===== src/core/fmr_pkg.sv =====
// Shared constants and types for the FSK modem mode and receive retiming ends
package fmr_pkg;
	// ==========================================================
	// Clock and timing
	localparam int CLK_HZ      = 10_000_000;
	localparam int BIT_RATE    = 1200;
	localparam int BIT_CYC     = CLK_HZ / BIT_RATE;
	localparam int HALF_BIT    = BIT_CYC / 2;
	localparam int TONE_2200   = 2200;
	localparam int TONE_1200   = 1200;
	localparam int TONE_487    = 487;
	localparam int TONE_387    = 387;
	localparam int HALF_2200   = CLK_HZ / (2 * TONE_2200);
	localparam int HALF_1200   = CLK_HZ / (2 * TONE_1200);
	localparam int HALF_487    = CLK_HZ / (2 * TONE_487);
	localparam int HALF_387    = CLK_HZ / (2 * TONE_387);
	localparam int TEON_US     = 1000;
	localparam int TEOFF_US    = 500;
	localparam int DET_ON_CYC  = TEON_US * (CLK_HZ / 1_000_000);
	localparam int DET_OFF_CYC = TEOFF_US * (CLK_HZ / 1_000_000);
	localparam int ZP_WAIT_MS  = 20;
	localparam int ZP_WAIT_CYC = ZP_WAIT_MS * (CLK_HZ / 1000);
	localparam int STB_HALF_NS = 800;
	localparam int STB_HALF    = (STB_HALF_NS * (CLK_HZ / 1_000_000) + 999) / 1000;
	localparam int CNT_W       = 20;
	localparam int CHAR_BITS   = 9;
	localparam int NPHASE      = 2 * CHAR_BITS;
	localparam logic [7:0] DEV_IDLE  = 8'hDC;
	localparam logic [2:0] HOST_IDLE = 3'h1;
	// ==========================================================
	// Modes
	typedef enum logic [1:0] {
		FMR_M_RX_BACK150 = 2'b00,
		FMR_M_TX1200     = 2'b01,
		FMR_M_RX_BACK5   = 2'b10,
		FMR_M_ZERO_POWER = 2'b11
	} fmr_mode_t;
	// ==========================================================
	// Host registers
	localparam logic [7:0] CTRL_OFF   = 8'h00;
	localparam logic [7:0] STATUS_OFF = 8'h04;
	localparam logic [7:0] RXDATA_OFF = 8'h08;
	localparam int CTRL_MODE_LSB = 0;
	localparam int CTRL_EQ_BIT   = 2;
	localparam int CTRL_TXD_BIT  = 3;
	localparam int CTRL_RET_BIT  = 4;
	localparam logic [4:0] CTRL_RESET = 5'h0B;
	localparam int ST_DET_BIT    = 0;
	localparam int ST_RXD_BIT    = 1;
	localparam int ST_READY_FLAG_N_BIT   = 2;
	localparam int ST_SETTLE_BIT = 3;
	localparam int ST_VALID_BIT  = 4;
endpackage


===== src/core/fmr_link_if.sv =====
// Pin-level link between the modem device and its host controller
`timescale 1ns/1ps
`default_nettype none
interface fmr_link_if;
	logic mode_sel_lo;
	logic mode_sel_hi;
	logic equaliser_select;
	logic txd;
	logic strobe;
	logic rxd;
	logic energy_detect;
	logic ready_flag_n_o;
	logic ready_flag_n_oe;
	logic ready_flag_n;
	logic tone_output;
	logic tone_mid;
	// Open drain with external pull-up
	assign ready_flag_n = ready_flag_n_oe ? ready_flag_n_o : 1'b1;
	modport device (
		input  mode_sel_lo, mode_sel_hi, equaliser_select, txd, strobe,
		output rxd, energy_detect, ready_flag_n_o, ready_flag_n_oe, tone_output, tone_mid
	);
	modport host (
		output mode_sel_lo, mode_sel_hi, equaliser_select, txd, strobe,
		input  rxd, energy_detect, ready_flag_n
	);
endinterface
`default_nettype wire


===== src/core/fmr_sync.sv =====
// Two-flop synchroniser for a group of levels
`timescale 1ns/1ps
`default_nettype none
module fmr_sync #(
	parameter int           W    = 1,
	parameter logic [W-1:0] INIT = '0
) (
	input  wire logic         clk,
	input  wire logic         rst_n,
	input  wire logic [W-1:0] d,
	output var  logic [W-1:0] q
);
	logic [W-1:0] meta_ff;

	always_ff @(posedge clk or negedge rst_n)
	begin
		if (!rst_n)
		begin
			meta_ff <= INIT;
			q       <= INIT;
		end
		else
		begin
			meta_ff <= d;
			q       <= meta_ff;
		end
	end
endmodule
`default_nettype wire


===== src/core/fmr_device.sv =====
// Modem device end: mode decode, tone select, energy detect and receive retiming
// Overview of operation
// RL1 - All timing divided from one reference clock
// RL2 - Mode pins select rx, tx rates, retime (here pins select rx, tx rates, zero-power; strobe low enables retiming)
// RL3 - Zero-power removes power, stops oscillator
// RL4 - Host waits 20ms after leaving zero-power
// RL5 - Host holds zero-power while clock stopped
// RL6 - Equaliser select low flat, high equalised
// RL7 - Detect after sustained level, with hysteresis
// RL8 - Raw demodulator on rxd when not retiming
// RL9 - Detect and rxd low when receiver off
// RL10 - Mode 01: 2200Hz for 0, 1200Hz for 1
// RL11 - Back channel tones; mode 10 silent zero
// RL12 - Characters: start plus nine bits at 1200
// RL13 - Start edge triggers capture of nine bits
// RL14 - Ninth bit copies register, restarts search
// RL15 - Strobe low at transfer: ready, first bit
// RL16 - Nine strobes; first eight falls shift
// RL17 - First strobe rise releases ready
// RL18 - After ninth pulse rxd returns raw
// RL19 - Host holds strobe low, or high disables
// RL20 - Host reads nine bits within one character
// RL21 - Strobe high: raw data, never ready
// RL22 - Ready is open-drain active-low request
// RL23 - Bit timing divided, samples at bit centre
// RL24 - Receiver off or zero-power resets retiming
`timescale 1ns/1ps
`default_nettype none
module fmr_device #(
	parameter int BIT_CYC   = fmr_pkg::BIT_CYC,
	parameter int HALF_BIT  = fmr_pkg::HALF_BIT,
	parameter int DET_ON    = fmr_pkg::DET_ON_CYC,
	parameter int DET_OFF   = fmr_pkg::DET_OFF_CYC,
	parameter int HALF_2200 = fmr_pkg::HALF_2200,
	parameter int HALF_1200 = fmr_pkg::HALF_1200,
	parameter int HALF_487  = fmr_pkg::HALF_487,
	parameter int HALF_387  = fmr_pkg::HALF_387
) (
	input  wire logic  pclk,
	input  wire logic  presetn,
	fmr_link_if.device link,
	input  wire logic  demod_raw,
	input  wire logic  level_hi,
	input  wire logic  level_lo,
	output var  logic  eq_active,
	output var  logic  osc_enable,
	output var  logic  rx_enabled
);
	localparam int W = fmr_pkg::CNT_W;

	typedef enum logic [1:0] {
		FMR_CAP_IDLE  = 2'b00,
		FMR_CAP_START = 2'b01,
		FMR_CAP_BITS  = 2'b10
	} fmr_cap_t;

	// ==========================================================
	// Input synchronisers
	logic [7:0] sync_q;
	logic       mode_lo_s;
	logic       mode_hi_s;
	logic       eq_s;
	logic       txd_s;
	logic       strobe_s;
	logic       demod_s;
	logic       lvl_hi_s;
	logic       lvl_lo_s;

	fmr_sync #(.W(8), .INIT(fmr_pkg::DEV_IDLE)) u_sync (
		.clk   (pclk),
		.rst_n (presetn),
		.d     ({link.mode_sel_lo, link.mode_sel_hi, link.equaliser_select, link.txd,
		         link.strobe, demod_raw, level_hi, level_lo}),
		.q     (sync_q)
	);
	assign {mode_lo_s, mode_hi_s, eq_s, txd_s, strobe_s, demod_s, lvl_hi_s, lvl_lo_s} = sync_q;

	// ==========================================================
	// Mode decode
	fmr_pkg::fmr_mode_t mode;
	logic               zero_power;
	logic               rx_on;

	assign mode       = fmr_pkg::fmr_mode_t'({mode_hi_s, mode_lo_s}); // RL2
	assign zero_power = (mode == fmr_pkg::FMR_M_ZERO_POWER);
	assign rx_on      = (mode == fmr_pkg::FMR_M_RX_BACK150) || (mode == fmr_pkg::FMR_M_RX_BACK5); // RL2

	always_ff @(posedge pclk or negedge presetn)
	begin
		if (!presetn)
		begin
			osc_enable <= 1'b0;
			eq_active  <= 1'b0;
			rx_enabled <= 1'b0;
		end
		else
		begin
			osc_enable <= !zero_power; // RL3
			eq_active  <= eq_s && !zero_power; // RL6
			rx_enabled <= rx_on;
		end
	end

	// ==========================================================
	// Edge detection on synchronised levels
	logic strobe_d_ff;
	logic demod_d_ff;
	logic strobe_rise;
	logic strobe_fall;
	logic demod_fall;

	always_ff @(posedge pclk or negedge presetn)
	begin
		if (!presetn)
		begin
			strobe_d_ff <= 1'b1;
			demod_d_ff  <= 1'b1;
		end
		else
		begin
			strobe_d_ff <= strobe_s;
			demod_d_ff  <= demod_s;
		end
	end
	assign strobe_rise = strobe_s && !strobe_d_ff;
	assign strobe_fall = !strobe_s && strobe_d_ff;
	assign demod_fall  = !demod_s && demod_d_ff;

	// ==========================================================
	// Capture register, bit timing from the clock divider
	fmr_cap_t       cap_ff;
	logic [W-1:0]   timer_ff;
	logic [3:0]     bit_cnt_ff;
	logic [8:0]     cap_reg_ff;
	logic [8:0]     nxt_cap_reg;
	logic           cap_done;

	assign nxt_cap_reg = {demod_s, cap_reg_ff[8:1]};
	assign cap_done    = (cap_ff == FMR_CAP_BITS) && (timer_ff == '0) && (bit_cnt_ff == 4'h8); // RL14

	always_ff @(posedge pclk or negedge presetn)
	begin
		if (!presetn)
		begin
			cap_ff     <= FMR_CAP_IDLE;
			timer_ff   <= '0;
			bit_cnt_ff <= 4'h0;
			cap_reg_ff <= 9'h000;
		end
		else if (!rx_on)
		begin
			cap_ff     <= FMR_CAP_IDLE; // RL24
			timer_ff   <= '0;
			bit_cnt_ff <= 4'h0;
		end
		else
		begin
			case (cap_ff)
				FMR_CAP_IDLE:
				begin
					if (demod_fall) // RL13
					begin
						timer_ff <= W'(HALF_BIT - 1); // RL23
						cap_ff   <= FMR_CAP_START;
					end
				end
				FMR_CAP_START:
				begin
					if (timer_ff != '0)
						timer_ff <= timer_ff - 1'b1;
					else if (!demod_s)
					begin
						timer_ff   <= W'(BIT_CYC - 1); // RL23
						bit_cnt_ff <= 4'h0;
						cap_ff     <= FMR_CAP_BITS;
					end
					else
						cap_ff <= FMR_CAP_IDLE;
				end
				FMR_CAP_BITS:
				begin
					if (timer_ff != '0)
						timer_ff <= timer_ff - 1'b1;
					else
					begin
						cap_reg_ff <= nxt_cap_reg; // RL12 RL13
						timer_ff   <= W'(BIT_CYC - 1);
						bit_cnt_ff <= bit_cnt_ff + 4'h1;
						if (bit_cnt_ff == 4'h8)
							cap_ff <= FMR_CAP_IDLE; // RL14
					end
				end
				default:
					cap_ff <= FMR_CAP_IDLE;
			endcase
		end
	end

	// ==========================================================
	// Output register and ready flag
	logic [8:0] out_reg_ff;
	logic [3:0] fall_cnt_ff;
	logic       out_active_ff;
	logic       ready_ff;

	always_ff @(posedge pclk or negedge presetn)
	begin
		if (!presetn)
		begin
			out_reg_ff    <= 9'h000;
			fall_cnt_ff   <= 4'h0;
			out_active_ff <= 1'b0;
			ready_ff      <= 1'b0;
		end
		else if (!rx_on)
		begin
			out_active_ff <= 1'b0; // RL24
			ready_ff      <= 1'b0;
			fall_cnt_ff   <= 4'h0;
		end
		else if (cap_done)
		begin
			out_reg_ff  <= nxt_cap_reg; // RL14
			fall_cnt_ff <= 4'h0;
			// Strobe high means retiming off: raw data, no ready
			out_active_ff <= !strobe_s; // RL15 RL21
			ready_ff      <= !strobe_s; // RL15 RL21
		end
		else
		begin
			if (strobe_rise)
				ready_ff <= 1'b0; // RL17
			if (out_active_ff && strobe_fall)
			begin
				if (fall_cnt_ff == 4'h8)
					out_active_ff <= 1'b0; // RL18
				else
				begin
					out_reg_ff  <= {1'b0, out_reg_ff[8:1]}; // RL16
					fall_cnt_ff <= fall_cnt_ff + 4'h1;
				end
			end
		end
	end

	// Open drain: only ever pulls low
	always_ff @(posedge pclk or negedge presetn)
	begin
		if (!presetn)
		begin
			link.ready_flag_n_o  <= 1'b0;
			link.ready_flag_n_oe <= 1'b0;
		end
		else
		begin
			link.ready_flag_n_o  <= 1'b0; // RL22
			link.ready_flag_n_oe <= ready_ff; // RL22
		end
	end

	always_ff @(posedge pclk or negedge presetn)
	begin
		if (!presetn)
			link.rxd <= 1'b0;
		else if (!rx_on)
			link.rxd <= 1'b0; // RL9
		else if (out_active_ff)
			link.rxd <= out_reg_ff[0]; // RL15
		else
			link.rxd <= demod_s; // RL8 RL21
	end

	// ==========================================================
	// Energy detect with time hysteresis; amplitude hysteresis via two thresholds
	logic [W-1:0] det_cnt_ff;

	always_ff @(posedge pclk or negedge presetn)
	begin
		if (!presetn)
		begin
			link.energy_detect <= 1'b0;
			det_cnt_ff         <= '0;
		end
		else if (!rx_on)
		begin
			link.energy_detect <= 1'b0; // RL9
			det_cnt_ff         <= '0;
		end
		else if (!link.energy_detect)
		begin
			if (!lvl_hi_s)
				det_cnt_ff <= '0;
			else if (det_cnt_ff == W'(DET_ON - 1))
			begin
				link.energy_detect <= 1'b1; // RL7
				det_cnt_ff         <= '0;
			end
			else
				det_cnt_ff <= det_cnt_ff + 1'b1;
		end
		else
		begin
			if (lvl_lo_s)
				det_cnt_ff <= '0;
			else if (det_cnt_ff == W'(DET_OFF - 1))
			begin
				link.energy_detect <= 1'b0; // RL7
				det_cnt_ff         <= '0;
			end
			else
				det_cnt_ff <= det_cnt_ff + 1'b1;
		end
	end

	// ==========================================================
	// Tone generator: square wave, half period picked by mode and data
	logic [W-1:0] tone_half;
	logic [W-1:0] tone_cnt_ff;

	always_comb
	begin
		case (mode)
			fmr_pkg::FMR_M_RX_BACK150: tone_half = txd_s ? W'(HALF_387) : W'(HALF_487); // RL11
			fmr_pkg::FMR_M_TX1200:     tone_half = txd_s ? W'(HALF_1200) : W'(HALF_2200); // RL10
			fmr_pkg::FMR_M_RX_BACK5:   tone_half = txd_s ? W'(HALF_387) : '0; // RL11
			default:                   tone_half = '0;
		endcase
	end

	always_ff @(posedge pclk or negedge presetn)
	begin
		if (!presetn)
		begin
			tone_cnt_ff      <= '0;
			link.tone_output <= 1'b0;
			link.tone_mid    <= 1'b0;
		end
		else if (tone_half == '0)
		begin
			tone_cnt_ff      <= '0;
			link.tone_output <= 1'b0;
			link.tone_mid    <= !zero_power; // RL11 RL3
		end
		else
		begin
			link.tone_mid <= 1'b0;
			if (tone_cnt_ff >= tone_half - 1'b1)
			begin
				tone_cnt_ff      <= '0;
				link.tone_output <= !link.tone_output;
			end
			else
				tone_cnt_ff <= tone_cnt_ff + 1'b1; // RL1
		end
	end
endmodule
`default_nettype wire


===== src/flat_wrapper.sv =====
// flat-port wrapper written by rule: the top's interface ports become plain ports
module fmr_device_flat 
#(
	parameter int BIT_CYC   = fmr_pkg::BIT_CYC,
	parameter int HALF_BIT  = fmr_pkg::HALF_BIT,
	parameter int DET_ON    = fmr_pkg::DET_ON_CYC,
	parameter int DET_OFF   = fmr_pkg::DET_OFF_CYC,
	parameter int HALF_2200 = fmr_pkg::HALF_2200,
	parameter int HALF_1200 = fmr_pkg::HALF_1200,
	parameter int HALF_487  = fmr_pkg::HALF_487,
	parameter int HALF_387  = fmr_pkg::HALF_387
)
  (pclk, presetn, demod_raw, level_hi, level_lo, eq_active, osc_enable, rx_enabled, link_mode_sel_lo, link_mode_sel_hi, link_equaliser_select, link_txd, link_strobe, link_rxd, link_energy_detect, link_ready_flag_n_o, link_ready_flag_n_oe, link_tone_output, link_tone_mid);
  fmr_link_if link_i ();
  input  wire logic pclk;
  input  wire logic presetn;
  input  wire logic demod_raw;
  input  wire logic level_hi;
  input  wire logic level_lo;
  output var  logic eq_active;
  output var  logic osc_enable;
  output var  logic rx_enabled;
  input wire logic [$bits(link_i.mode_sel_lo)-1:0] link_mode_sel_lo;
  input wire logic [$bits(link_i.mode_sel_hi)-1:0] link_mode_sel_hi;
  input wire logic [$bits(link_i.equaliser_select)-1:0] link_equaliser_select;
  input wire logic [$bits(link_i.txd)-1:0] link_txd;
  input wire logic [$bits(link_i.strobe)-1:0] link_strobe;
  output wire logic [$bits(link_i.rxd)-1:0] link_rxd;
  output wire logic [$bits(link_i.energy_detect)-1:0] link_energy_detect;
  output wire logic [$bits(link_i.ready_flag_n_o)-1:0] link_ready_flag_n_o;
  output wire logic [$bits(link_i.ready_flag_n_oe)-1:0] link_ready_flag_n_oe;
  output wire logic [$bits(link_i.tone_output)-1:0] link_tone_output;
  output wire logic [$bits(link_i.tone_mid)-1:0] link_tone_mid;
  assign link_i.mode_sel_lo = link_mode_sel_lo;
  assign link_i.mode_sel_hi = link_mode_sel_hi;
  assign link_i.equaliser_select = link_equaliser_select;
  assign link_i.txd = link_txd;
  assign link_i.strobe = link_strobe;
  assign link_rxd = link_i.rxd;
  assign link_energy_detect = link_i.energy_detect;
  assign link_ready_flag_n_o = link_i.ready_flag_n_o;
  assign link_ready_flag_n_oe = link_i.ready_flag_n_oe;
  assign link_tone_output = link_i.tone_output;
  assign link_tone_mid = link_i.tone_mid;
  fmr_device #(.BIT_CYC(BIT_CYC), .HALF_BIT(HALF_BIT), .DET_ON(DET_ON), .DET_OFF(DET_OFF), .HALF_2200(HALF_2200), .HALF_1200(HALF_1200), .HALF_487(HALF_487), .HALF_387(HALF_387)) u_core (.pclk(pclk), .presetn(presetn), .link(link_i), .demod_raw(demod_raw), .level_hi(level_hi), .level_lo(level_lo), .eq_active(eq_active), .osc_enable(osc_enable), .rx_enabled(rx_enabled));
endmodule

===== config.mk =====
export PLATFORM = sky130hd
export DESIGN_NAME = fmr_device_flat
export DESIGN_NICKNAME = d
export VERILOG_FILES = /design/src/core/fmr_pkg.sv /design/src/core/fmr_link_if.sv /design/src/core/fmr_sync.sv /design/src/core/fmr_device.sv /design/src/flat_wrapper.sv
export SDC_FILE = /design/constraint.sdc
export NUM_CORES = 1
export LEC_CHECK = 0
export BUFFER_PORTS_ARGS = -buffer_cell sky130_fd_sc_hd__buf_2
export CORE_AREA = 2 2 139 114
export CTS_CLUSTER_DIAMETER = 30
export CTS_CLUSTER_SIZE = 40
export DETAILED_ROUTE_END_ITERATION = 12
export DIE_AREA = 0 0 141 116
export GPL_TIMING_DRIVEN = 0
export PLACE_DENSITY = 0.56
export SLEW_MARGIN = 20
export SYNTH_ARGS = -nofsm -noshare
export SYNTH_HDL_FRONTEND = slang
export SYNTH_SLANG_ARGS = --single-unit

===== constraint.sdc =====
create_clock -name pclk -period 7.7 [get_ports pclk]
set_input_delay 1.54 -clock pclk [delete_from_list [all_inputs] [get_ports pclk]]
set_output_delay 1.54 -clock pclk [all_outputs]
set_load 0.02 [all_outputs]

* Yosys cells after proc, flatten, opt, wreduce, memory -nomap -nowiden
Index checks and enable logic that the tools add are counted.
** Word-level totals
- Flip-flop bits (word level) :: 116
- Input port bits :: 10
- Output and inout port bits :: 9
- Word-level logic and storage cells :: 134
** Operators by class
- Add/sub/neg operators :: 6
- $lt $le $gt $ge :: 1
- Eq/ne operators :: 22
- Muxes and demuxes :: 55
- Bitwise logic cells :: 1
- Reductions and logical operators :: 27
** Operators by type and width (number)
- $mux 20 :: 13
- $pmux 20 s3 :: 2
- $add 20x1->20 const B :: 2
- $logic_not 20->1 :: 2
- $sub 20x1->20 const B :: 2
- $mux 4 :: 8
- $ne 3x3->1 const B :: 10
- $mux 9 :: 3
- $mux 13 :: 2
- $eq 20x13->1 const B :: 1
- $eq 20x14->1 const B :: 1
- $ge 20x20->1 :: 1
- $reduce_bool 20->1 :: 1
- $mux 1 :: 18
- $mux 14 :: 1
- $mux 2 :: 6
- $reduce_and 3->1 :: 3
- $add 4x1->4 const B :: 2
- $eq 4x4->1 const B :: 2
- $ne 4x4->1 const B :: 2
- $pmux 4 s2 :: 1
- $reduce_and 4->1 :: 2
- $logic_and 1x1->1 :: 7
- $eq 2x2->1 const B :: 3
- other kinds (9) :: 17

* Depth between registers and ports, before layout
Gate-level depths: netlist (run 1).
- Depth in word-level cells :: 6
- Mapped depth :: 17
- Gate-level depth less buffers :: 14

* By module
From an unflattened synthesis (run 1), not the netlist that was laid out.
** Second synthesis, totals
- Cells, all modules :: 620
- Area total of the unflattened synthesis :: 6092.1 um^2
** Modules (own cells, without submodules)
- fmr_device :: times used 1, cells an instance 604, area each 5679.2 um^2, seq. area each 2479.9 um^2
- fmr_sync :: times used 1, cells an instance 16, area each 412.9 um^2, seq. area each 412.9 um^2

* Worst setup path after synthesis (run 1)
No wires, ideal clock.
- Path kind :: register to register
- Start :: register u_core.u_sync.q[7]
- End :: register u_core.tone_cnt_ff[11]
- Setup time :: 0.132 ns
- Arrival :: 3.289 ns
- Data required time :: 7.568 ns
- Slack :: 4.279 ns
- Stages on the path, launching flop included :: 17
- Path buffers :: 4
- Clock period less this slack :: 3.421 ns
- Path through :: dfstp_2 -> clkbuf_1 -> buf_1 -> nor2_1 -> nor2_1 -> ha_1 -> clkbuf_1 -> o21ai_0 -> nand2_1 -> o21ai_0 -> ha_1 -> nand4_1 -> o31ai_1 -> a221oi_1 -> o31ai_1 -> clkbuf_1 -> nor2_1
** On the way
- Cells in the longest elaborated chain, start to end :: 6
- Elaborated cells between the ends (all ways) :: 9
- Classes of those cells :: add/sub: 1; order compare: 1; eq/ne: 2; mux: 3; reduce/logical: 2
** RTL lines
- start, declared :: line fmr_sync.sv:11 : output var logic [W-1:0] q
- start signal, assigned :: line fmr_sync.sv:25 : q <= meta_ff;
- $eq 2x2->1, or another cell as far along :: line fmr_device.sv:322 : case (mode)
- $pmux 20 s3 * :: line fmr_device.sv:322
- $sub 20x1->20 :: line fmr_device.sv:347 : if (tone_cnt_ff >= tone_half - 1'b1)
- $ge 20x20->1 :: line fmr_device.sv:347
- $mux 20 :: line fmr_device.sv:347
- $mux 20 * :: line fmr_device.sv:338 : else if (tone_half == '0)
- end signal, assigned :: line fmr_device.sv:353 : tone_cnt_ff <= tone_cnt_ff + 1'b1;
- end, declared :: line fmr_device.sv:318 : logic [W-1:0] tone_cnt_ff;
Every way passes the cells marked *; elsewhere a longest branch is shown, timed or not.
A chain may end at the register's enable or synchronous reset.

* Worst setup path after layout (run 1)
- Start :: register u_core.u_sync.q[7]
- End :: register u_core.tone_cnt_ff[5]
The elaborated chain is that of the path after synthesis.

==> results of run 1 <==
## metrics by stage
stage               total power [mW]  cells  worst slack (ps)
global route                    1.72    833              2650
finish                          1.65    833              3270
global placement               0.863    801              3270
CTS                             1.66    833              3210
detailed placement             0.871    802              3250
floorplan                      0.809    595              4280
## power breakdown
group | switching, mW | leakage, nW | total [mW] | internal (mW)
registers | 0.0312 | 1.52 | 0.669 | 0.638
logic | 0.121 | 1.29 | 0.194 | 0.0734
clock network | 0.269 | 0.280 | 0.784 | 0.514
## per-layer routing
| layer | GRT usage [%] | part of all wire, % | wire length [um] |
|---|---|---|---|
| met5 | 0 | 0 | 0 |
| met4 | 5.80 | 0.72 | 88 |
| met3 | 3.84 | 2.6 | 322 |
| met2 | 25.5 | 45 | 5500 |
| met1 | 22.2 | 52 | 6280 |
## how the worst max path moves through the flow
stage	startpoint	end	slack, ps
2_1_floorplan	u_core.u_sync.q[7]	u_core.tone_cnt_ff[11]	4280
3_3_place_gp	u_core.u_sync.q[7]	u_core.tone_cnt_ff[9]	3270
3_5_place_dp	u_core.u_sync.q[7]	u_core.tone_cnt_ff[5]	3250
4_1_cts	u_core.u_sync.q[7]	u_core.tone_cnt_ff[5]	3210
5_1_grt	u_core.u_sync.q[7]	u_core.tone_cnt_ff[7]	2650
6_report	u_core.u_sync.q[7]	u_core.tone_cnt_ff[5]	3270
## sequential cells by signal, indices dropped and copies added, names as in the netlist, 2 cells and up
name                   flops
u_core.u_sync.meta_ff      8
u_core.fall_cnt_ff         4
u_core.bit_cnt_ff          4
u_core.u_sync.q            8
u_core.cap_ff              2
u_core.tone_cnt_ff        20
u_core.out_reg_ff          9
u_core.timer_ff           20
u_core.cap_reg_ff          8
u_core.det_cnt_ff         20
## cells in the final DEF, fill, tap and decap left out, drive strengths merged, types with 5 or more instances in the layout
| master | instances |
|---|---|
| a31oi | 5 |
| clkbuf | 38 |
| ha | 32 |
| xor2 | 27 |
| a21oi | 32 |
| nand4 | 17 |
| mux2 | 9 |
| dfstp | 12 |
| a21o | 5 |
| nand3 | 24 |
| buf | 24 |
| nand2 | 43 |
| inv | 29 |
| nor3 | 11 |
| and4 | 5 |
| o22ai | 9 |
| nor2 | 98 |
| o21ai | 28 |
| dfrtp | 103 |
| o31ai | 9 |
| xnor2 | 12 |
## cell type report
type                    count  share of cell area (%)
inverters                  29                    1.61
repair buffers             18                    1.75
well taps                 189                    3.49
clock inverters             9                    1.96
clock buffers              22                    6.70
plain buffers              22                    1.63
flip-flops and latches    115                    42.7
multi-input cells         429                    40.2
## critical path: stages, from the launching register on
cell	delay (ps)
dfstp_2	510
clkbuf_1	440
buf_1	500
nor2_1	80
nor2_1	200
ha_1	180
clkbuf_1	310
o21ai_0	150
nand2_1	80
o21ai_0	110
ha_1	300
nand4_1	90
o31ai_1	260
a221oi_1	120
o31ai_1	380
clkbuf_1	480
nor2_1	110
## cells by family after synthesis
logic type,Yosys count,share of synthesized area [%]
flops,115,49.6
simple gates,232,19.0
mux,12,2.25
other cells,1,0.0643
buf+inv,51,3.75
xor+xnor,39,5.86
compound gates,113,12.6
fa+ha+maj,32,6.86
==> flow_summary.yaml, run 1 <==
cells_and_area:
  finish.utilization_pct: 45.6
  final_layout_size_suffix_gt1_share_pct: 13.0
  multi_input_area_mm2: 0.00272
  regArea_mm2: 0.00289
  fin_nets: 674
  design_area_mm2: 0.00678
  n_antenna_cell: 0
  area_growth_pct: 16.2
  n_fill_cell: 1410
critical_path:
  reg2reg_to: "u_core.tone_cnt_ff[5]"
  critPathCaptureType: "flop"
  rr_worst_depth: 16
  crit_path_start_kind: "flop"
  reg2reg_from: "u_core.u_sync.q[7]"
  path_class: "flop to flop"
  critical_path.max_fanout: 10
  cp.arrival_ps: 4710
  ff2ff_setup_slack_ps: 3270
  cp.required_ps: 7970
sta:
  hold_viol: 0
  fin_crit_ps: 4430
  skew_ps: 10.2
  fmaxAchievable_mhz: 225
  worst_slew_pin_slew_ps: 686
  setup-violations-final: 0
  fin_crit_sh_pct: 57.6
  hold_slack_ps: 345
  fin_setup_tns_ps: 0
  slew_viol_final: 0
  rsz0062_at_grt: "no"
  maxSlewHeadroom_pct: 53.9
clock_tree:
  clk_latency_ps: 410
  cts_tree: "built"
  postCtsResizedCells: 0
  numCtsBuffers: 17
  cts_sinks: 115
  root_buffer: "clkbuf_16"
  clk_pin_slew_worst_paths_ps: 50
  cts_max_level: 4
  clockBufferDepth: 2
  postCtsSetupBuffers: 0
  hold_buffers: 0
outcome:
  outcome: "finished clean"
die:
  dieArea_mm2: 0.0164
  die_y_um: 116
  initial_core_util_pct: 39.2
  die_x_um: 141
  fp.coreArea_mm2: 0.0149
  num_io_pins: 19
  rows: 40
placement:
  dp_hpwl_um: 8470
  io_buffers: 17
  gp_congestion: 0.797
  placed_area_mm2: 0.00619
synthesis:
  synth_common_cells: "dfrtp_1, nor2_1, nand2_1, ha_1, a21oi_1"
  ys_ff_latch: 115
  yosysTopAreaCellShare_pct: 44.2
  syn_inst: 595
  syn_nets: 637
  synth_edf_count: 0
  yosysUniqueCellTypes: 65
  ys.flop_type: "dfrtp_1"
  yosysMostFrequentCell: "dfrtp_1"
  syn_avg_cell_area_um2: 9.80
  synth_area_leaders: "dfrtp_1, ha_1, nor2_1"
  synth_top_area_cell: "dfrtp_1"
  yosysWarnings: 0
  synthesis.area_mm2: 0.00583
  yosysSeqAreaShare_pct: 49.6
  async_reset_ff_share_pct: 100
power:
  ir_drop_mv: 0.142
  power_density_mw_per_mm2: 243
  power.leakage_nw: 3.09
detailed_routing:
  drc: 0
  vias: 4353
  drt_pass1_iterations: 4
  wl_per_cell_um: 14.6
  totalWireLength_um: 12200
  drt_iter0_drc: 328
  ant_nets: 0
  avgViaCountPerCell: 5.23
global_routing:
  grt_pass1_wl_um: 21200
  antenna_found_initial: 0
  grt_max_degree: 63
  overflow: 0
  grt_pass1_vias: 4351
  grt_usage_pct: 16.3
worst_hold_path:
  min_from: "u_core.u_sync.meta_ff[1]"
  hold_path_class: "flop to flop"
  whs_path_depth: 0
  whs_endpoint: "u_core.u_sync.q[1]"
job:
  drv_cap: 0
No activity file was read; power rests on OpenSTA's default activity.
==> inputs of run 2 (changes only) <==
- ABC_AREA: default -> 1
- CORE_AREA: 2 2 139 114 -> 2 2 146 120
- DIE_AREA: 0 0 141 116 -> 0 0 148 122
- PLACE_DENSITY: 0.56 -> 0.59
- clock period: 7.7 -> 3.83 ns (I/O delays scaled with it)
==> run 2 against run 1 <==
  * Non-clock buffer count down 9
  * Fmax up 28%
  * Setup slack worse by 2900 ps
  * First-iteration DRC count down 3.7%
  * Global-route usage up 0.66 points
  * Critical endpoint is now u_core.tone_cnt_ff[16]
  * Largest cell class is now multi-input combinational cells
  * Largest power group unchanged
==> flow_summary.yaml, run 2 <==
clock_tree:
  postCtsSetupBuffers: 0
  cts_sinks: 115
  cts_max_level: 4
  clk_pin_slew_worst_paths_ps: 60
  root_buffer: "clkbuf_16"
  numCtsBuffers: 17
  clockBufferDepth: 2
  clk_latency_ps: 420
  cts_tree: "built"
die:
  dieArea_mm2: 0.0181
  rows: 43
  die_y_um: 122
  num_io_pins: 19
  die_x_um: 148
  initial_core_util_pct: 38.9
  fp.coreArea_mm2: 0.0168
detailed_routing:
  totalWireLength_um: 13800
  avgViaCountPerCell: 4.67
  drc: 0
  wl_per_cell_um: 12.4
  ant_nets: 0
  drt_pass1_iterations: 5
  vias: 5208
  drt_iter0_drc: 316
critical_path:
  reg2reg_to: "u_core.tone_cnt_ff[16]"
  cp.required_ps: 4130
  path_class: "flop to flop"
  crit_path_start_kind: "flop"
  rr_worst_depth: 18
  cp.arrival_ps: 3760
  reg2reg_from: "u_core.u_sync.q[7]"
  crit_path_start: "u_core.u_sync.q[7]"
  critical_path.max_fanout: 10
  ff2ff_setup_slack_ps: 360
  crit_end: "u_core.tone_cnt_ff[16]"
  critPathCaptureType: "flop"
placement:
  io_buffers: 17
  dp_hpwl_um: 9790
  gp_congestion: 0.817
  dp_cells: 1084
global_routing:
  antenna_found_initial: 0
  grt_pass1_vias: 5019
  grt_usage_pct: 16.9
  overflow: 0
  grt_pass1_wl_um: 24200
  grt_max_degree: 59
synthesis:
  ys_ff_latch: 115
  yosysSeqAreaShare_pct: 44.3
  synth_top_area_cell: "dfrtp_1"
  yosysMostFrequentCell: "nand2_1"
  syn_inst: 841
  synth_area_leaders: "dfrtp_1, nand2_1, nor2_1"
  synthesis.area_mm2: 0.00653
  syn_avg_cell_area_um2: 7.76
  yosysUniqueCellTypes: 41
  synth_edf_count: 0
  syn_nets: 883
  yosysWarnings: 0
  async_reset_ff_share_pct: 100
  synth_common_cells: "nand2_1, nor2_1, dfrtp_1, inv_1, nand3_1"
  yosysTopAreaCellShare_pct: 39.5
  ys.flop_type: "dfrtp_1"
sta:
  setup-violations-final: 0
  skew_ps: 9.71
  fmaxAchievable_mhz: 289
  fin_setup_tns_ps: 0
  slew_viol_final: 0
  hold_viol: 0
  fin_crit_sh_pct: 90.5
  maxSlewHeadroom_pct: 62.6
  rsz0062_at_grt: "no"
  worst_slew_pin_slew_ps: 561
  fin_crit_ps: 3470
power:
  power_density_mw_per_mm2: 605
  sw_frac_of_total_pct: 36.0
  ir_drop_mv: 0.341
  power.leakage_nw: 3.74
  pwr-share-comb_pct: 30.5
  intPower_mw: 2.93
  p_switching_mw: 1.65
  pwr-share-clk_pct: 37.3
  pwr-share-seq_pct: 32.2
cells_and_area:
  fin_nets: 919
  n_antenna_cell: 0
  stdcell_count: 1115
  area_growth_pct: 16.0
  n_fill_cell: 1674
  final_common_cell: "nand2_1"
  mostFrequentLayoutCells: "nand2_1, nor2_1, dfrtp_1"
  top_regs: "u_core.det_cnt_ff: 20 flops, u_core.timer_ff: 20 flops, u_core.tone_cnt_ff: 20 flops"
  final_layout_size_suffix_gt1_share_pct: 11.6
job:
  drv_cap: 0
worst_hold_path:
  hold_path_class: "input pin to asynchronous set/reset pin"
outcome:
  outcome: "finished clean"
-- run 2: cell count changes after synthesis, sizes merged, moves of 8 or more --
cell,change
nand2,+213
inv,+59
nor2,+46
nand3,+33
a21oi,-18
clkbuf,-12
mux2,-9
nand4,+9
o22ai,-9
o31ai,-8
-- run 2: timing repair --
item                                    CTS  global route
endpoints found under the setup margin    0            20
resized for setup                         0             3
hold buffers                              0             0
-- run 2: cell type report --
class	count	area [um2]	area share, %
Sequential cell	115	2890	38.2
Clock inverter	13	181	2.40
Clock buffer	19	453	5.99
Tap cell	225	282	3.72
Timing Repair Buffer	18	119	1.57
Multi-Input combinational cell	624	3230	42.7
Buffer	13	76.3	1.01
Inverter	88	330	4.37
-- run 2: cells by family after synthesis --
logic type / after synthesis / synth area share [%]
DFF: 115 / 44.3
xor gates and xnor gates: 37 / 4.97
AOI/OAI and AO/OA: 53 / 4.58
and+or+nand+nor: 501 / 33.7
adders and majority gates: 32 / 6.14
buffers and inverters: 102 / 6.25
other: 1 / 0.0575
-- run 2: per-stage QoR --
step	hold WS (ps)	area [um2]	power (mW)	utilization [%]	setup WS, ps
after floorplan	331	6530	2.57	-	950
after global placement	334	6890	2.87	41.1	79.2
after detailed placement	336	6930	2.88	41.3	74.3
after CTS	329	7560	4.62	45.0	43.4
after global routing	356	7570	4.90	45.1	95.5
final	314	7570	4.58	45.1	364
-- run 2: worst min path at each step --
stage                             startpoint              endpoint  slack, ps  depth (start not counted)
finish                               presetn  u_core.det_cnt_ff[8]        310                          1
global route                         presetn  u_core.det_cnt_ff[7]        360                          1
CTS                                  presetn  u_core.det_cnt_ff[8]        330                          1
detailed placement  u_core.u_sync.meta_ff[5]    u_core.u_sync.q[5]        340                          0
global placement    u_core.u_sync.meta_ff[5]    u_core.u_sync.q[5]        330                          0
floorplan           u_core.u_sync.meta_ff[0]    u_core.u_sync.q[0]        330                          0
-- run 2: worst max-delay path: stages (launching register included) --
cell	delay (ps)
dfstp_2	590
clkbuf_4	280
nand2_1	120
inv_1	140
nor2_1	100
nor2_1	250
ha_1	200
inv_1	70
nor2_4	220
inv_1	70
ha_1	280
nand2_1	60
nor2_1	140
nand4_1	130
nor3_1	160
nand2_1	110
nand2_1	90
buf_2	250
nor2_1	80
-- run 2: power by group through the flow --
stage / logic [mW] / registers, mW / clock network, mW
finish: 1.39 / 1.48 / 1.71
global route: 1.60 / 1.50 / 1.81
CTS: 1.40 / 1.47 / 1.75
detailed placement: 1.39 / 1.49 / 0
global placement: 1.38 / 1.49 / 0
floorplan: 1.11 / 1.46 / 0
-- run 2: routing by layer --
| metal | share of wire [%] | global-route usage (%) |
|---|---|---|
| met1 | 55 | 24.8 |
| met2 | 41 | 24.5 |
| met3 | 2.7 | 4.04 |
| met4 | 0.96 | 5.71 |
| met5 | 0 | 0 |
==> inputs of run 3 (changes only) <==
- CTS_BUF_LIST: default -> sky130_fd_sc_hd__clkbuf_8
==> run 3 against run 2 <==
  * First-iteration DRC count is 0.63% higher
  * Final area is 2.5% lower
  * Sequential power hardly changed
  * Combinational power hardly changed
  * Global-route usage is 0.16 points lower
==> flow_summary.yaml, run 3 (synthesis results as in run 2) <==
outcome:
  outcome: "finished clean"
die:
  rows: 43
  die_x_um: 148
  num_io_pins: 19
  fp.coreArea_mm2: 0.0168
  die_y_um: 122
  initial_core_util_pct: 38.9
  dieArea_mm2: 0.0181
sta:
  fin_crit_ps: 3470
  worst_slew_pin_slew_ps: 564
  fmaxAchievable_mhz: 288
  setup-violations-final: 0
  fin_crit_sh_pct: 90.5
  fin_setup_tns_ps: 0
  maxSlewHeadroom_pct: 62.4
  skew_ps: 13.4
  hold_viol: 0
  rsz0062_at_grt: "no"
  slew_viol_final: 0
cells_and_area:
  mostFrequentLayoutCells: "nand2_1, nor2_1, dfrtp_1"
  finish.utilization_pct: 43.9
  n_antenna_cell: 0
  final_layout_size_suffix_gt1_share_pct: 11.6
  fin_nets: 919
  n_fill_cell: 1724
  multi_input_area_mm2: 0.00323
  regArea_mm2: 0.00289
  final_common_cell: "nand2_1"
  area_growth_pct: 13.0
  top_regs: "u_core.det_cnt_ff: 20 flops, u_core.timer_ff: 20 flops, u_core.tone_cnt_ff: 20 flops"
critical_path:
  crit_path_top_delay_cell: "dfstp_2"
  cp.arrival_ps: 3800
  critPathCaptureType: "flop"
  critical_path.max_fanout: 10
  cp_cell_sequence: "clkbuf_4, nand2_1, inv_1, nor2_1, nor2_1, ha_1, inv_1, nor2_4, inv_1, ha_1, nand2_1, nor2_1, nand4_1, nor3_1, nand2_1, nand2_1, buf_2, nor2_1"
  cp.required_ps: 4160
  rr_worst_depth: 18
  path_class: "flop to flop"
  critical_path.top_delay_family: "simple AND/OR/NAND/NOR gates"
  cp.depth: 18
  worst_path_largest_cell_delay_ps: 600
  cp.buffers_inverters: 5
  crit_path_start_kind: "flop"
clock_tree:
  root_buffer: "clkbuf_8"
  clk_pin_slew_worst_paths_ps: 80
  cts_tree: "built"
  cts_sinks: 115
  clockBufferDepth: 2
  numCtsBuffers: 17
  cts_max_level: 4
  clk_latency_ps: 460
  postCtsSetupBuffers: 0
placement:
  io_buffers: 17
  gp_congestion: 0.817
  dp_hpwl_um: 9790
detailed_routing:
  wl_per_cell_um: 12.4
  vias: 5177
  drt_iter0_drc: 318
  ant_nets: 0
  totalWireLength_um: 13800
  avgViaCountPerCell: 4.64
  drc: 0
  drt_pass1_iterations: 4
global_routing:
  grt_usage_pct: 16.8
  antenna_found_initial: 0
  grt_pass1_wl_um: 23900
  grt_pass1_vias: 4957
  grt_max_degree: 59
  overflow: 0
worst_hold_path:
  hold_path_class: "input pin to asynchronous set/reset pin"
power:
  ir_drop_mv: 0.289
  power.leakage_nw: 3.66
  power_density_mw_per_mm2: 562
job:
  drv_cap: 0
## run 3: power breakdown
part | switching (mW) | internal [mW]
Clock | 0.536 | 0.742
Sequential | 0.134 | 1.34
Combinational | 0.923 | 0.470
Total | 1.59 | 2.55
## run 3: path summary, 6_finish.rpt
path / start / to / slack [ps]
max: u_core.u_sync.q[7] / u_core.tone_cnt_ff[9] / 360
min: presetn / u_core.det_cnt_ff[8] / 270
max reg2reg: u_core.u_sync.q[7] / u_core.tone_cnt_ff[9] / 360
min reg2reg: u_core.u_sync.meta_ff[1] / u_core.u_sync.q[1] / 340
max in group asynchronous: presetn / u_core.u_sync.q[7] / 2830
min in group pclk: u_core.u_sync.meta_ff[1] / u_core.u_sync.q[1] / 340
## run 3: what timing repair did
action	in CTS	in global routing
setup endpoints to repair	0	20
resized for setup	0	3
hold buffers	0	0
## run 3: metrics by stage
stage | hold slack [ps] | instance area (um2) | worst slack (ps) | total power [mW] | instances
after floorplan | 331 | 6530 | 950 | 2.57 | 841
after global placement | 334 | 6890 | 79.2 | 2.87 | 1083
after global routing | 310 | 7370 | 92.3 | 4.46 | 1115
final | 273 | 7370 | 364 | 4.15 | 1115
after detailed placement | 336 | 6930 | 74.3 | 2.88 | 1084
after CTS | 274 | 7370 | 38.2 | 4.19 | 1116
## run 3: final cells by class
cell class              instances  share of cell area (%)
flip-flops and latches        115                    39.2
clock buffers                  19                    3.55
plain buffers                  13                    1.03
repair buffers                 18                    1.61
multi-input cells             624                    43.8
well taps                     225                    3.82
clock inverters                13                    2.46
inverters                      88                    4.48
## run 3: layer usage
layer	part of all wire (%)	GRT usage (%)	up-vias
met3	3.7	4.16	15
li1	-	-	2732
met1	55	24.6	2365
met2	41	24.1	65
met5	0	0	-
met4	1.1	5.54	0
## run 3: worst reg2reg max path: cells and delay by family, from the launching register on
| family | cells | cell delay [ps] |
|---|---|---|
| fa+ha+maj | 2 | 490 |
| buf+inv | 5 | 810 |
| flops | 1 | 600 |
| simple gates | 11 | 1450 |
